[src/hdl/pulsar_axis_regs.svh]
/*
 * register offsets, field positions, mode and command codes of the pulsar axis
 * assumes: included by the axis module and the bench
 */
`ifndef PULSAR_AXIS_REGS_SVH
`define PULSAR_AXIS_REGS_SVH
// ****************************************
// register offsets
// ****************************************
`define OFS_CTRL      8'h00
`define OFS_CMD       8'h04
`define OFS_MOVE      8'h08
`define OFS_CMDPOS    8'h0c
`define OFS_MECHPOS   8'h10
`define OFS_STATUS    8'h14
`define OFS_EXTERR    8'h18
`define OFS_REMAIN    8'h1c
// ****************************************
// fields and codes
// ****************************************
`define BIT_OVERFLOW  14
`define CTRL_RESET    32'h0000_0000
`define MODE_CONT     7'h01
`define MODE_INC      7'h51
`define MODE_ABS_CMD  7'h52
`define MODE_ABS_MECH 7'h53
`define MODE_ZR_CMD   7'h54
`define MODE_ZR_MECH  7'h55
`define MODE_LIN1_C   7'h68
`define MODE_LIN1     7'h69
`define MODE_LIN2_C   7'h6a
`define MODE_LIN2     7'h6b
`define MODE_CW       7'h6c
`define MODE_CCW      7'h6d
`define CMD_START     8'h50
`define CMD_STOP      8'h49
`define PEND_MAX      9'sh0ff
`define MAG_1X        2'h0
`define MAG_2X        2'h1
`endif

[src/hdl/pulsar_axis_pkg.sv]
/*
 * types of the pulsar axis
 * assumes: nothing beyond the register header
 */
package pulsar_axis_pkg;
    // ****************************************
    // types
    // ****************************************
    typedef enum logic [2:0] {
        S_IDLE = 3'b001,
        S_RUN  = 3'b010,
        S_STOP = 3'b100
    } state_t;
    typedef struct packed {
        logic [18:0] spare;
        logic        whole;
        logic [1:0]  mag;
        logic        updown;
        logic        invert;
        logic        spare7;
        logic [6:0]  mode;
    } ctrl_t;
    typedef struct packed {
        logic        ok;
        logic        counted;
        logic        fixed;
        logic        positive;
        logic [31:0] count;
    } plan_t;
endpackage : pulsar_axis_pkg

[src/hdl/pulsar_axis.sv]
/*
 * one axis fed by a manual pulse generator, registers on APB
 * assumes: pulser and limit inputs synchronous to pclk, zero-wait APB master
 */
`timescale 1ns/1ps
`include "pulsar_axis_regs.svh"
module pulsar_axis
    import pulsar_axis_pkg::*;
(
    input  wire logic        pclk,
    input  wire logic        presetn,
    input  wire logic        psel,
    input  wire logic        penable,
    input  wire logic        pwrite,
    input  wire logic [7:0]  paddr,
    input  wire logic [31:0] pwdata,
    output logic      [31:0] prdata,
    output logic             pready,
    output logic             pslverr,
    input  wire logic        pulser_phase_a,
    input  wire logic        pulser_phase_b,
    input  wire logic        end_limit_plus,
    input  wire logic        end_limit_minus,
    output logic             pulse_out,
    output logic             dir_out
);
    // ****************************************
    // functions
    // ****************************************
    function automatic plan_t start_plan(input logic [6:0] mode, input logic [31:0] mv,
                                         input logic [31:0] cp, input logic [31:0] mp);
        plan_t p;
        logic [31:0] d;
        p = '0;
        d = '0;
        p.counted = 1'b1;
        case (mode)
            `MODE_INC, `MODE_LIN1, `MODE_LIN2, `MODE_CW: d = mv;
            `MODE_CCW:      d = 32'h0 - mv;
            `MODE_ABS_CMD:  d = mv - cp;
            `MODE_ABS_MECH: d = mv - mp;
            `MODE_ZR_CMD:   d = 32'h0 - cp;
            `MODE_ZR_MECH:  d = 32'h0 - mp;
            default:        p.counted = 1'b0;
        endcase
        if (p.counted) begin
            p.fixed    = 1'b1;
            p.positive = !d[31];
            p.count    = d[31] ? 32'h0 - d : d;
            p.ok       = d != 32'h0;
        end else if (mode == `MODE_CONT) begin
            p.ok = 1'b1;
        end else if (mode == `MODE_LIN1_C || mode == `MODE_LIN2_C) begin
            p.ok       = 1'b1;
            p.fixed    = 1'b1;
            p.positive = !mv[31];
        end
        return p;
    endfunction : start_plan

    function automatic logic mapped(input logic [7:0] a);
        return a[1:0] == 2'h0 && a <= `OFS_REMAIN;
    endfunction : mapped

    // ****************************************
    // registers
    // ****************************************
    ctrl_t        ctrl_q;
    state_t       state_q;
    logic [31:0]  move_q;
    logic [31:0]  cmdpos_q;
    logic [31:0]  mechpos_q;
    logic [31:0]  remain_q;
    logic signed [8:0] pend_q;
    logic [1:0]   mult_q;
    logic         counted_q;
    logic         fixed_q;
    logic         fixdir_q;
    logic         latched_q;
    logic         overflow_q;
    logic         a_q;
    logic         b_q;
    logic         pulse_q;
    logic         dir_q;
    logic [31:0]  prdata_q;
    logic         pready_q;
    logic         pslverr_q;

    logic         setup;
    logic         wr;
    logic         start_cmd;
    logic         stop_cmd;
    logic         run_flag;
    logic         step_v;
    logic         step_pos;
    logic         inc_pos;
    logic         blocked;
    logic         accept;
    logic         ovf_evt;
    logic         emit;
    logic         emit_pos;
    logic         el_stop;
    logic [1:0]   mult_top;
    logic [31:0]  pend_mag;
    plan_t        plan;

    assign setup     = psel && !penable;
    assign wr        = psel && penable && pready_q && pwrite && !pslverr_q;
    assign start_cmd = wr && paddr == `OFS_CMD && pwdata[7:0] == `CMD_START;
    assign stop_cmd  = wr && paddr == `OFS_CMD && pwdata[7:0] == `CMD_STOP;
    assign run_flag  = state_q != S_IDLE;
    assign plan      = start_plan(ctrl_q.mode, move_q, cmdpos_q, mechpos_q);
    assign pend_mag  = {23'h0, pend_q[8] ? 9'sh0 - pend_q : pend_q};

    // ****************************************
    // pulse generator decode
    // ****************************************
    always_comb begin
        step_v   = 1'b0;
        step_pos = 1'b0;
        mult_top = 2'h0;
        if (ctrl_q.updown) begin
            step_v   = (pulser_phase_a && !a_q) ^ (pulser_phase_b && !b_q);
            step_pos = (pulser_phase_a && !a_q) ^ ctrl_q.invert;
        end else begin
            step_pos = (pulser_phase_a ^ b_q) ^ ctrl_q.invert;
            case (ctrl_q.mag)
                `MAG_1X: step_v = pulser_phase_a && !a_q && pulser_phase_b == b_q;
                `MAG_2X: begin
                    step_v   = (pulser_phase_a ^ a_q) && pulser_phase_b == b_q;
                    mult_top = 2'h1;
                end
                default: begin
                    step_v   = (pulser_phase_a ^ a_q) ^ (pulser_phase_b ^ b_q);
                    mult_top = 2'h3;
                end
            endcase
        end
    end

    always_ff @(posedge pclk or negedge presetn) begin
        if (!presetn) begin
            a_q <= 1'b0;
            b_q <= 1'b0;
        end else begin
            a_q <= pulser_phase_a;
            b_q <= pulser_phase_b;
        end
    end

    // ****************************************
    // step buffer and pulse emission
    // ****************************************
    assign inc_pos  = fixed_q ? fixdir_q : step_pos;
    assign blocked  = inc_pos ? end_limit_plus : end_limit_minus;
    assign accept   = run_flag && step_v && !(blocked && !counted_q)
                      && !(counted_q && pend_mag >= remain_q);
    assign ovf_evt  = accept && (inc_pos ? pend_q == `PEND_MAX : pend_q == -`PEND_MAX);
    assign emit_pos = !pend_q[8];
    assign emit     = run_flag && !pulse_q && pend_q != 9'sh0
                      && !(emit_pos ? end_limit_plus : end_limit_minus)
                      && !(state_q == S_STOP && mult_q == 2'h0);
    assign el_stop  = counted_q && (fixdir_q ? end_limit_plus : end_limit_minus);

    always_ff @(posedge pclk or negedge presetn) begin
        if (!presetn) begin
            pend_q <= 9'sh0;
        end else if (!run_flag || (!counted_q && (pend_q[8] ? end_limit_minus : end_limit_plus)
                                   && pend_q != 9'sh0)) begin
            pend_q <= 9'sh0;
        end else begin
            pend_q <= pend_q + ((accept && !ovf_evt) ? (inc_pos ? 9'sh1 : -9'sh1) : 9'sh0)
                             - (emit ? (emit_pos ? 9'sh1 : -9'sh1) : 9'sh0);
        end
    end

    always_ff @(posedge pclk or negedge presetn) begin
        if (!presetn) begin
            pulse_q <= 1'b0;
            dir_q   <= 1'b1;
        end else begin
            pulse_q <= emit;
            if (emit) begin
                dir_q <= emit_pos;
            end
        end
    end

    always_ff @(posedge pclk or negedge presetn) begin
        if (!presetn) begin
            mult_q <= 2'h0;
        end else if (start_cmd && state_q == S_IDLE) begin
            mult_q <= 2'h0;
        end else if (emit) begin
            mult_q <= mult_q == mult_top ? 2'h0 : mult_q + 2'h1;
        end
    end

    // ****************************************
    // run control
    // ****************************************
    always_ff @(posedge pclk or negedge presetn) begin
        if (!presetn) begin
            state_q   <= S_IDLE;
            counted_q <= 1'b0;
            fixed_q   <= 1'b0;
            fixdir_q  <= 1'b1;
            remain_q  <= 32'h0;
        end else begin
            case (state_q)
                S_IDLE: begin
                    if (start_cmd && plan.ok && !latched_q) begin
                        state_q   <= S_RUN;
                        counted_q <= plan.counted;
                        fixed_q   <= plan.fixed;
                        fixdir_q  <= plan.positive;
                        remain_q  <= plan.count;
                    end
                end
                S_RUN, S_STOP: begin
                    if (emit && counted_q) begin
                        remain_q <= remain_q - 32'h1;
                    end
                    if ((counted_q && remain_q == 32'h0) || el_stop) begin
                        state_q <= S_IDLE;
                    end else if (stop_cmd) begin
                        state_q <= (ctrl_q.whole && mult_q != 2'h0) ? S_STOP : S_IDLE;
                    end else if (state_q == S_STOP && mult_q == 2'h0) begin
                        state_q <= S_IDLE;
                    end
                end
                default: state_q <= S_IDLE;
            endcase
        end
    end

    always_ff @(posedge pclk or negedge presetn) begin
        if (!presetn) begin
            latched_q <= 1'b0;
        end else if (stop_cmd && ctrl_q.whole && !run_flag) begin
            latched_q <= 1'b1;
        end else if (!ctrl_q.whole) begin
            latched_q <= 1'b0;
        end
    end

    always_ff @(posedge pclk or negedge presetn) begin
        if (!presetn) begin
            overflow_q <= 1'b0;
        end else if (ovf_evt) begin
            overflow_q <= 1'b1;
        end else if (wr && paddr == `OFS_EXTERR && pwdata[`BIT_OVERFLOW]) begin
            overflow_q <= 1'b0;
        end
    end

    // ****************************************
    // software registers
    // ****************************************
    always_ff @(posedge pclk or negedge presetn) begin
        if (!presetn) begin
            ctrl_q <= `CTRL_RESET;
            move_q <= 32'h0;
        end else if (wr && paddr == `OFS_CTRL) begin
            ctrl_q <= {19'h0, pwdata[12:8], 1'b0, pwdata[6:0]};
        end else if (wr && paddr == `OFS_MOVE) begin
            move_q <= pwdata;
        end
    end

    always_ff @(posedge pclk or negedge presetn) begin
        if (!presetn) begin
            cmdpos_q  <= 32'h0;
            mechpos_q <= 32'h0;
        end else begin
            if (wr && paddr == `OFS_CMDPOS) begin
                cmdpos_q <= pwdata;
            end else if (emit) begin
                cmdpos_q <= emit_pos ? cmdpos_q + 32'h1 : cmdpos_q - 32'h1;
            end
            if (wr && paddr == `OFS_MECHPOS) begin
                mechpos_q <= pwdata;
            end else if (emit) begin
                mechpos_q <= emit_pos ? mechpos_q + 32'h1 : mechpos_q - 32'h1;
            end
        end
    end

    always_ff @(posedge pclk or negedge presetn) begin
        if (!presetn) begin
            prdata_q  <= 32'h0;
            pready_q  <= 1'b0;
            pslverr_q <= 1'b0;
        end else begin
            pready_q  <= setup;
            pslverr_q <= setup && !mapped(paddr);
            if (setup && !pwrite) begin
                case (paddr)
                    `OFS_CTRL:    prdata_q <= ctrl_q;
                    `OFS_MOVE:    prdata_q <= move_q;
                    `OFS_CMDPOS:  prdata_q <= cmdpos_q;
                    `OFS_MECHPOS: prdata_q <= mechpos_q;
                    `OFS_STATUS:  prdata_q <= {28'h0, latched_q, state_q == S_STOP, dir_q, run_flag};
                    `OFS_EXTERR:  prdata_q <= {17'h0, overflow_q, 14'h0};
                    `OFS_REMAIN:  prdata_q <= remain_q;
                    default:      prdata_q <= 32'h0;
                endcase
            end else begin
                prdata_q <= 32'h0;
            end
        end
    end

    assign prdata    = prdata_q;
    assign pready    = pready_q;
    assign pslverr   = pslverr_q;
    assign pulse_out = pulse_q;
    assign dir_out   = dir_q;

    // ****************************************
    // assertions
    // ****************************************
    property p_no_pulse_idle;
        @(posedge pclk) disable iff (!presetn) pulse_out |-> $past(run_flag);
    endproperty
    a_no_pulse_idle: assert property (p_no_pulse_idle) else $error("pulse while idle");

    property p_limit_block;
        @(posedge pclk) disable iff (!presetn) $rose(pulse_out) && dir_out |-> !$past(end_limit_plus);
    endproperty
    a_limit_block: assert property (p_limit_block) else $error("pulse into plus limit");

    property p_count_end;
        @(posedge pclk) disable iff (!presetn)
            state_q == S_RUN && counted_q && remain_q == 32'h0 |=> state_q == S_IDLE;
    endproperty
    a_count_end: assert property (p_count_end) else $error("no stop at zero count");

    property p_zero_start;
        @(posedge pclk) disable iff (!presetn)
            start_cmd && state_q == S_IDLE && plan.counted && plan.count == 32'h0
            |=> !run_flag ##1 !pulse_out [*3];
    endproperty
    a_zero_start: assert property (p_zero_start) else $error("zero move ran");

    property p_stop_now;
        @(posedge pclk) disable iff (!presetn)
            stop_cmd && run_flag && !ctrl_q.whole |=> state_q == S_IDLE ##1 !pulse_out;
    endproperty
    a_stop_now: assert property (p_stop_now) else $error("stop not immediate");

    property p_stop_defer;
        @(posedge pclk) disable iff (!presetn)
            stop_cmd && state_q == S_RUN && ctrl_q.whole && mult_q != 2'h0 && !el_stop
            && !(counted_q && remain_q == 32'h0) |=> state_q == S_STOP;
    endproperty
    a_stop_defer: assert property (p_stop_defer) else $error("stop not deferred");

    property p_latch;
        @(posedge pclk) disable iff (!presetn)
            stop_cmd && ctrl_q.whole && !run_flag |=> latched_q;
    endproperty
    a_latch: assert property (p_latch) else $error("stop not latched");

    property p_overflow;
        @(posedge pclk) disable iff (!presetn) ovf_evt |=> overflow_q && pend_mag <= 32'hff;
    endproperty
    a_overflow: assert property (p_overflow) else $error("overflow not flagged");

    property p_inc_load;
        @(posedge pclk) disable iff (!presetn)
            start_cmd && state_q == S_IDLE && !latched_q && ctrl_q.mode == `MODE_INC && move_q != 32'h0
            |=> remain_q == (move_q[31] ? 32'h0 - move_q : move_q) && fixdir_q == !move_q[31];
    endproperty
    a_inc_load: assert property (p_inc_load) else $error("move amount not loaded");

    property p_quad_dir;
        @(posedge pclk) disable iff (!presetn)
            step_v && !ctrl_q.updown && !ctrl_q.invert && $rose(pulser_phase_a) && !pulser_phase_b
            |-> step_pos;
    endproperty
    a_quad_dir: assert property (p_quad_dir) else $error("A lead not positive");

    c_run: cover property (@(posedge pclk) disable iff (!presetn) $rose(run_flag) ##[1:50] pulse_out);
    c_defer: cover property (@(posedge pclk) disable iff (!presetn) state_q == S_STOP ##1 state_q == S_IDLE);
    c_count: cover property (@(posedge pclk) disable iff (!presetn) counted_q && $fell(run_flag));
endmodule : pulsar_axis

[config.mk]
export PLATFORM = sky130hd
export DESIGN_NAME = pulsar_axis
export DESIGN_NICKNAME = d
export VERILOG_FILES = /design/src/hdl/pulsar_axis_pkg.sv /design/src/hdl/pulsar_axis.sv
export VERILOG_INCLUDE_DIRS = /design/src /design/src/hdl
export SDC_FILE = /design/constraint.sdc
export NUM_CORES = 1
export LEC_CHECK = 0
export BUFFER_PORTS_ARGS = -buffer_cell sky130_fd_sc_hd__buf_2
export CAP_MARGIN = 20
export CELL_PAD_IN_SITES_DETAIL_PLACEMENT = 1
export CELL_PAD_IN_SITES_GLOBAL_PLACEMENT = 1
export CORE_MARGIN = 2
export CORE_UTILIZATION = 52
export CTS_CLUSTER_SIZE = 14
export DETAILED_ROUTE_END_ITERATION = 7
export GPL_ROUTABILITY_DRIVEN = 0
export MAX_ROUTING_LAYER = met4
export PLACE_DENSITY_LB_ADDON = 0.1
export REMOVE_ABC_BUFFERS = 1
export SYNTH_ARGS = -nofsm -noshare
export SYNTH_HDL_FRONTEND = slang
export SYNTH_SLANG_ARGS = --single-unit
[constraint.sdc]
create_clock -name pclk -period 20.6 [get_ports pclk]
set_clock_uncertainty 0.2 [all_clocks]
set_input_delay 4.12 -clock pclk [delete_from_list [all_inputs] [get_ports pclk]]
set_output_delay 4.12 -clock pclk [all_outputs]
set_load 0.005 [all_outputs]
==> metrics, run 1 <==
post-synthesis cell area 18,600 sq um; vias in the first global route 19,700; crit path cell chain buf_2 > ha_1 > nand2_1 > o21ai_0 > xor2_1 > mux2_2 > or4_1 > a21o_1 > inv_1 > a211oi_1 > nand2b_1 > fa_1 > fa_1 > nor2b_1 > o21ai_0 > nand2b_1 > a21oi_1 > o21bai_1 > a21o_1 > a21oi_1 > xnor2_1 > xnor2_1 > nor2b_1; grt peak-use layer met2; sw frac 0.273; PortBufs 84; largest net degree at the start of global routing 68; Static Leak 8.96 nW; relative slew slack 0.257; router iterations before antenna repair 6; Req. time, crit path 20.80 ns; Crit Path Category primary input to flip-flop; Worst path max stage delay 0.55 ns; Ys Warns 0; Layout Nets 2,490; first-pass GRT wire length about 110,000 um; Max Fclk between 100 and 150 MHz; Die Ht 193 um; Core ar. 35,400 sq um; Root Buffer clkbuf_16; Clock transition at path regs ~0.070 ns; VDD IR max 61.1 uV; slew at the pin with the worst max-slew slack between 1 and 1.5 ns; most frequent cells in the layout a21oi_1, nor2_1, dfrtp_1, nand2_1, o21ai_0; RSZ-0062 raised after global routing false; Clock Power Share 0.430; Die Wd 193 um; GRT Total Usage 0.385; Slowest-stage cell, CP fa_1; DR WL/cell 25.2 um; # setup viols final 0; post-DP HPWL 50,900 um; Routed Antenna Nets 0; via/cell ratio ~6.9; area leader, netlist dfrtp_1; Post-synth EDFFs 0; Top FF cell, synth dfrtp_1; # hold bufs at CTS 0; Setup crit end kind flip-flop; fillers about 4,400; row count 69; max_cap viols 0; Synth cell types around 100; GRT overflow 0; WHS 0.349 ns; Critical Path AT 8.92 ns; Mapped Avg Cell Area 8.11 sq um; Internal Pwr Total 0.000577 W; Syn-to-layout area delta 7.28%; most common library cell in the layout ignoring fill and taps a21oi_1; total CTS buffers 17; synth top area cells dfrtp_1, ha_1, a21oi_1; I/O pin count 85; final hold violations 0; initial antenna violation count 1; grt met3 use 0.0701; setup TNS 0 ns; final WL 70,200 um; vias post-DR 19,100; post-layout minimum cycle time 8.72 ns; CTS H-tree lvls 4; power per cell area 39.7 nW/um^2; CTS sink count 197; Max Slew Vio Count 0; final period utilization 0.423; sequential area share after synthesis 0.265; ratio of cells with drive above 1 in the final layout 0.107; Skew-Pair Late Insertion Delay 0.48 ns; Max Root-Sink Buffers 2; Hold WC Path Type flip-flop to flip-flop; DRT iter0 DRCs 1,679; Post-CTS Resized 0; post-CTS setup buffers 0; ys async rst share 1.00; CTS tree done; startpoint types primary input; Synth Instances 2,297; starting density of the core 0.526; Comb pwr share 0.078; part of the power in registers 0.492; flops & latches, synth 197; met1 usage 0.492; GRT met2 Usage 0.598; Sw Pwr between 0.0002 and 0.00025 W; DR DRC count 0; status completed; Die Area ~37,000 sq um; worst-path maximum fanout 8; share of the synthesized area in the top cell type 0.261
[layer usage]
metal / vias to the layer above / wire [um]
li1: 8584 / -
met1: 9572 / 29700
met2: 781 / 32300
met3: 176 / 5350
met4: 0 / 2880
met5: - / 0
[synthesized netlist by cell type, types with 24 or more instances]
| cell type | n |
|---|---|
| a21oi_1 | 258 |
| nor2_1 | 226 |
| dfrtp_1 | 194 |
| nand2_1 | 158 |
| o21ai_0 | 143 |
| ha_1 | 117 |
| xnor2_1 | 79 |
| clkbuf_1 | 77 |
| a22oi_1 | 76 |
| inv_1 | 76 |
| nor3_1 | 75 |
| mux2i_1 | 68 |
| a21o_1 | 54 |
| xor2_1 | 54 |
| mux2_2 | 51 |
| nand3_1 | 48 |
| a31oi_1 | 35 |
| nand2b_1 | 29 |
| buf_2 | 24 |
| or3_1 | 24 |
[cell families (layout without fill, tap and decap cells)]
family,after synthesis,after routing,share of synthesized area
buf+inv,196,225,0.0446
other cells,0,1,0
simple gates,718,718,0.193
flops,197,197,0.265
xor+xnor,133,133,0.0625
compound gates,805,805,0.276
mux,120,120,0.0686
fa+ha+maj,128,128,0.0904
[worst max-delay path: cells and delay by family]
family	cells	cell delay, ns
compound gates	8	1.05
simple gates	6	1.46
fa+ha+maj	3	1.23
xor+xnor	3	0.53
buf+inv	2	0.19
mux	1	0.32
[power by group through the flow]
stage,combinational (W),clock [W],sequential [W]
after detailed placement,0.0000611,0,0.000398
after CTS,0.0000618,0.000345,0.000390
after global placement,0.0000591,0,0.000398
final,0.0000622,0.000342,0.000390
after global routing,0.0000677,0.000359,0.000391
after floorplan,0.0000330,0,0.000397
[sequential cells by signal, summed over array words and instances (netlist names), 2 cells and up]
signal     count
mechpos_q     32
mult_q         2
cmdpos_q      32
pend_q         9
move_q        32
ctrl_q        12
prdata        32
state_q        3
remain_q      32
[per-stage QoR]
step                      std cells  setup WS (ns)  utilization  instance area, sq um  power [W]
final                          2788          11.88        0.565                 20000   0.000794
after detailed placement       2754          11.41        0.548                 19400   0.000459
after global routing           2788          11.52        0.565                 20000   0.000818
after global placement         2753          11.65        0.548                 19400   0.000457
after CTS                      2786          11.84        0.564                 20000   0.000798
after floorplan                2179          11.48            -                 18100   0.000430
[layout make-up]
type                       instances  area [sq um]  share of cell area
timing repair buffer             115           674              0.0338
clock buffer                      21           470              0.0235
sequential                       197          4940               0.247
multi-input combinational       1904         12900               0.647
tap                              461           577              0.0289
inverter                          78           293              0.0147
clock inverter                    11          91.3             0.00457
antenna                            1          2.50            0.000125
[worst paths after layout]
path / startpoint / end / slack, ns / cells after the start
worst max register to register: ctrl_q[6]$_DFFE_PN0P_ / remain_q[0]$_DFFE_PN0P_ / 12.69 / 22
worst min-delay path: dir_out$_DFFE_PN1P_ / dir_out$_DFFE_PN1P_ / 0.35 / 2
min in group asynchronous: presetn / pend_q[4]$_DFF_PN0_ / 3.39 / 1
worst min register to register: dir_out$_DFFE_PN1P_ / dir_out$_DFFE_PN1P_ / 0.35 / 2
max in group asynchronous: presetn / mechpos_q[16]$_DFFE_PN0P_ / 15.47 / 2
worst max-delay path: pulser_phase_a / pend_q[8]$_DFF_PN0_ / 11.88 / 23
(Power assumes the default switching activity.)
==> run 2: changes to the inputs <==
CORE_UTILIZATION = 48   (was 52)
clock period = 8.1 ns   (was 20.6 ns; I/O delays follow)
==> run 2 against run 1 <==
  * Worst setup slack got worse by 11 ns
  * Sequential power rose to 2.5 times the previous value
  * Core utilization decreased by 4.3 points
  * Combinational power rose to 2.5 times the previous value
  * Total power increased to 2.6 times the previous value
  * Global-route usage is 1.9 points lower
  * Non-clock buffer count increased by 2
  * Die area is 8.2% higher
  * Final area is 0.45% higher
  * Clock power grew to 2.6 times the previous value
  * Sequential share of layout area is 0.11 points lower
  * Routed wire length is 1.6% higher
==> metrics, run 2 (synthesis results as in run 1) <==
Die Ht 201 um; Critical Path AT 7.23 ns; DR DRC count 0; first-pass GRT wire length approximately 110,000 um; final WL 71,400 um; worst hold stages 2; vias post-DR 19,100; Internal Pwr Total 0.00150 W; Max Root-Sink Buffers 2; Die Wd 201 um; relative slew slack 0.240; RSZ-0062 raised after global routing false; Routed Antenna Nets 0; slew at the pin with the worst max-slew slack between 1 and 1.5 ns; end of the worst hold path dir_out$_DFFE_PN1P_; reg2reg end pend_q[8]$_DFF_PN0_; PortBufs 84; router iterations before antenna repair 6; most common library cell in the layout ignoring fill and taps a21oi_1; vias in the first global route 19,600; Layout Nets 2,492; setup TNS 0 ns; Comb pwr share 0.078; setup ws final ~1.1 ns; sw frac 0.259; FF-to-FF Start pend_q[8]$_DFF_PN0_; most frequent cells in the layout a21oi_1, nor2_1, dfrtp_1, nand2_1, o21ai_0; final hold violations 0; post-CTS setup buffers 0; Placed Area between 15,000 and 20,000 sq um; Clock transition at path regs ~0.070 ns; grt peak-use layer met2; power per cell area 101 nW/um^2; Hold WC Path Type flip-flop to flip-flop; max_cap viols 0; status completed; worst-path maximum fanout 28; # hold bufs at CTS 0; post-DP HPWL 52,900 um; # setup viols final 0; VDD IR max 144 uV; grt met3 use 0.0607; Clock Power Share 0.433; ratio of cells with drive above 1 in the final layout 0.106; via/cell ratio 6.71; Sw Pwr 0.000527 W; final period utilization 0.865; startpoint types flip-flop; total CTS buffers 17; WHS 0.322 ns; row count 72; GRT met2 Usage 0.567; GRT overflow 0; Post-CTS Resized 0; post-layout minimum cycle time roughly 7 ns; Hold Crit Start dir_out$_DFFE_PN1P_; CTS H-tree lvls 4; Max Slew Vio Count 0; Req. time, crit path 8.32 ns; final core area utilization 0.522; Syn-to-layout area delta 7.77%; met1 usage 0.481; initial antenna violation count 1; CTS sink count 197; Setup crit end kind flip-flop; Crit Path Category flip-flop to flip-flop; DR WL/cell 25.1 um; GRT Total Usage 0.366; Root Buffer clkbuf_16; post-route cell area 20,100 sq um; largest net degree at the start of global routing 96; starting density of the core 0.484; Static Leak 8.97 nW; internal reg-to-reg setup slack ~1.1 ns; Place WS 1.21 ns; part of the power in registers 0.489; Core ar. 38,500 sq um; Skew-Pair Late Insertion Delay 0.51 ns; Max Fclk 143 MHz; Die Area between 40,000 and 50,000 sq um; CTS tree done; DRT iter0 DRCs 1,620; I/O pin count 85; R2R cell count 26
-- run 2: changes by cell type in the layout (fill, tap and decap cells not counted), sizes merged --
cell,before,now
inv,83,78
buf,115,117
clkinvlp,2,3
bufinv,0,2
clkbuf,21,23
-- run 2: through the flow --
stage / instances / total power (W)
finish: 2847 / 0.00203
global route: 2847 / 0.00209
CTS: 2845 / 0.00205
detailed placement: 2813 / 0.00117
global placement: 2813 / 0.00116
floorplan: 2179 / 0.00109
-- run 2: cell type report --
cell class / instances / area, sq um
antenna: 1 / 2.50
sequential: 197 / 4940
clock buffer: 23 / 458
multi-input combinational: 1904 / 12900
fill: 4725 / 18400
timing repair buffer: 117 / 691
inverter: 78 / 293
clock inverter: 9 / 106
tap: 518 / 648
-- run 2: power by group through the flow --
| stage | sequential, W | clock (W) | combinational, W |
|---|---|---|---|
| after detailed placement | 0.00101 | 0 | 0.000155 |
| after global placement | 0.00101 | 0 | 0.000151 |
| final | 0.000993 | 0.000880 | 0.000158 |
| after CTS | 0.000993 | 0.000896 | 0.000156 |
| after floorplan | 0.00101 | 0 | 0.0000839 |
| after global routing | 0.000994 | 0.000927 | 0.000173 |
-- run 2: worst max-delay path by stage --
stage / from / endpoint / slack [ns] / cells after the start
4_1_cts: pend_q[8]$_DFF_PN0_ / pend_q[8]$_DFF_PN0_ / 1.10 / 26
6_report: pend_q[8]$_DFF_PN0_ / pend_q[8]$_DFF_PN0_ / 1.09 / 26
2_1_floorplan: ctrl_q[5]$_DFFE_PN0P_ / remain_q[0]$_DFFE_PN0P_ / -0.02 / 20
3_5_place_dp: pend_q[8]$_DFF_PN0_ / pend_q[8]$_DFF_PN0_ / 1.21 / 26
3_3_place_gp: pend_q[8]$_DFF_PN0_ / pend_q[8]$_DFF_PN0_ / 1.46 / 26
5_1_grt: pend_q[8]$_DFF_PN0_ / pend_q[8]$_DFF_PN0_ / 0.67 / 26
-- run 2: worst max-delay path, stage by stage (launching register included) --
cell and delay, ns:
dfrtp_2 0.83, clkinv_1 0.63, nor2_1 0.29, xnor2_1 0.15, ha_1 0.25, a21o_1 0.16, a21o_1 0.17, a21o_1 0.17
a21o_1 0.17, a21o_1 0.18, a21o_1 0.17, a21o_1 0.18, a211oi_1 0.36, nand2b_1 0.38, fa_1 0.63, inv_1 0.05
ha_1 0.33, nor2b_1 0.16, o21ai_0 0.17, nand2b_1 0.12, a21oi_1 0.19, o21bai_1 0.13, a21o_1 0.20, a21oi_1 0.19
xnor2_1 0.16, xnor2_1 0.14, nor2b_1 0.16
-- run 2: layer usage --
| layer | up-vias | part of all wire |
|---|---|---|
| met1 | 9686 | 0.44 |
| met5 | - | 0 |
| li1 | 8595 | - |
| met3 | 119 | 0.071 |
| met4 | 0 | 0.029 |
| met2 | 692 | 0.46 |
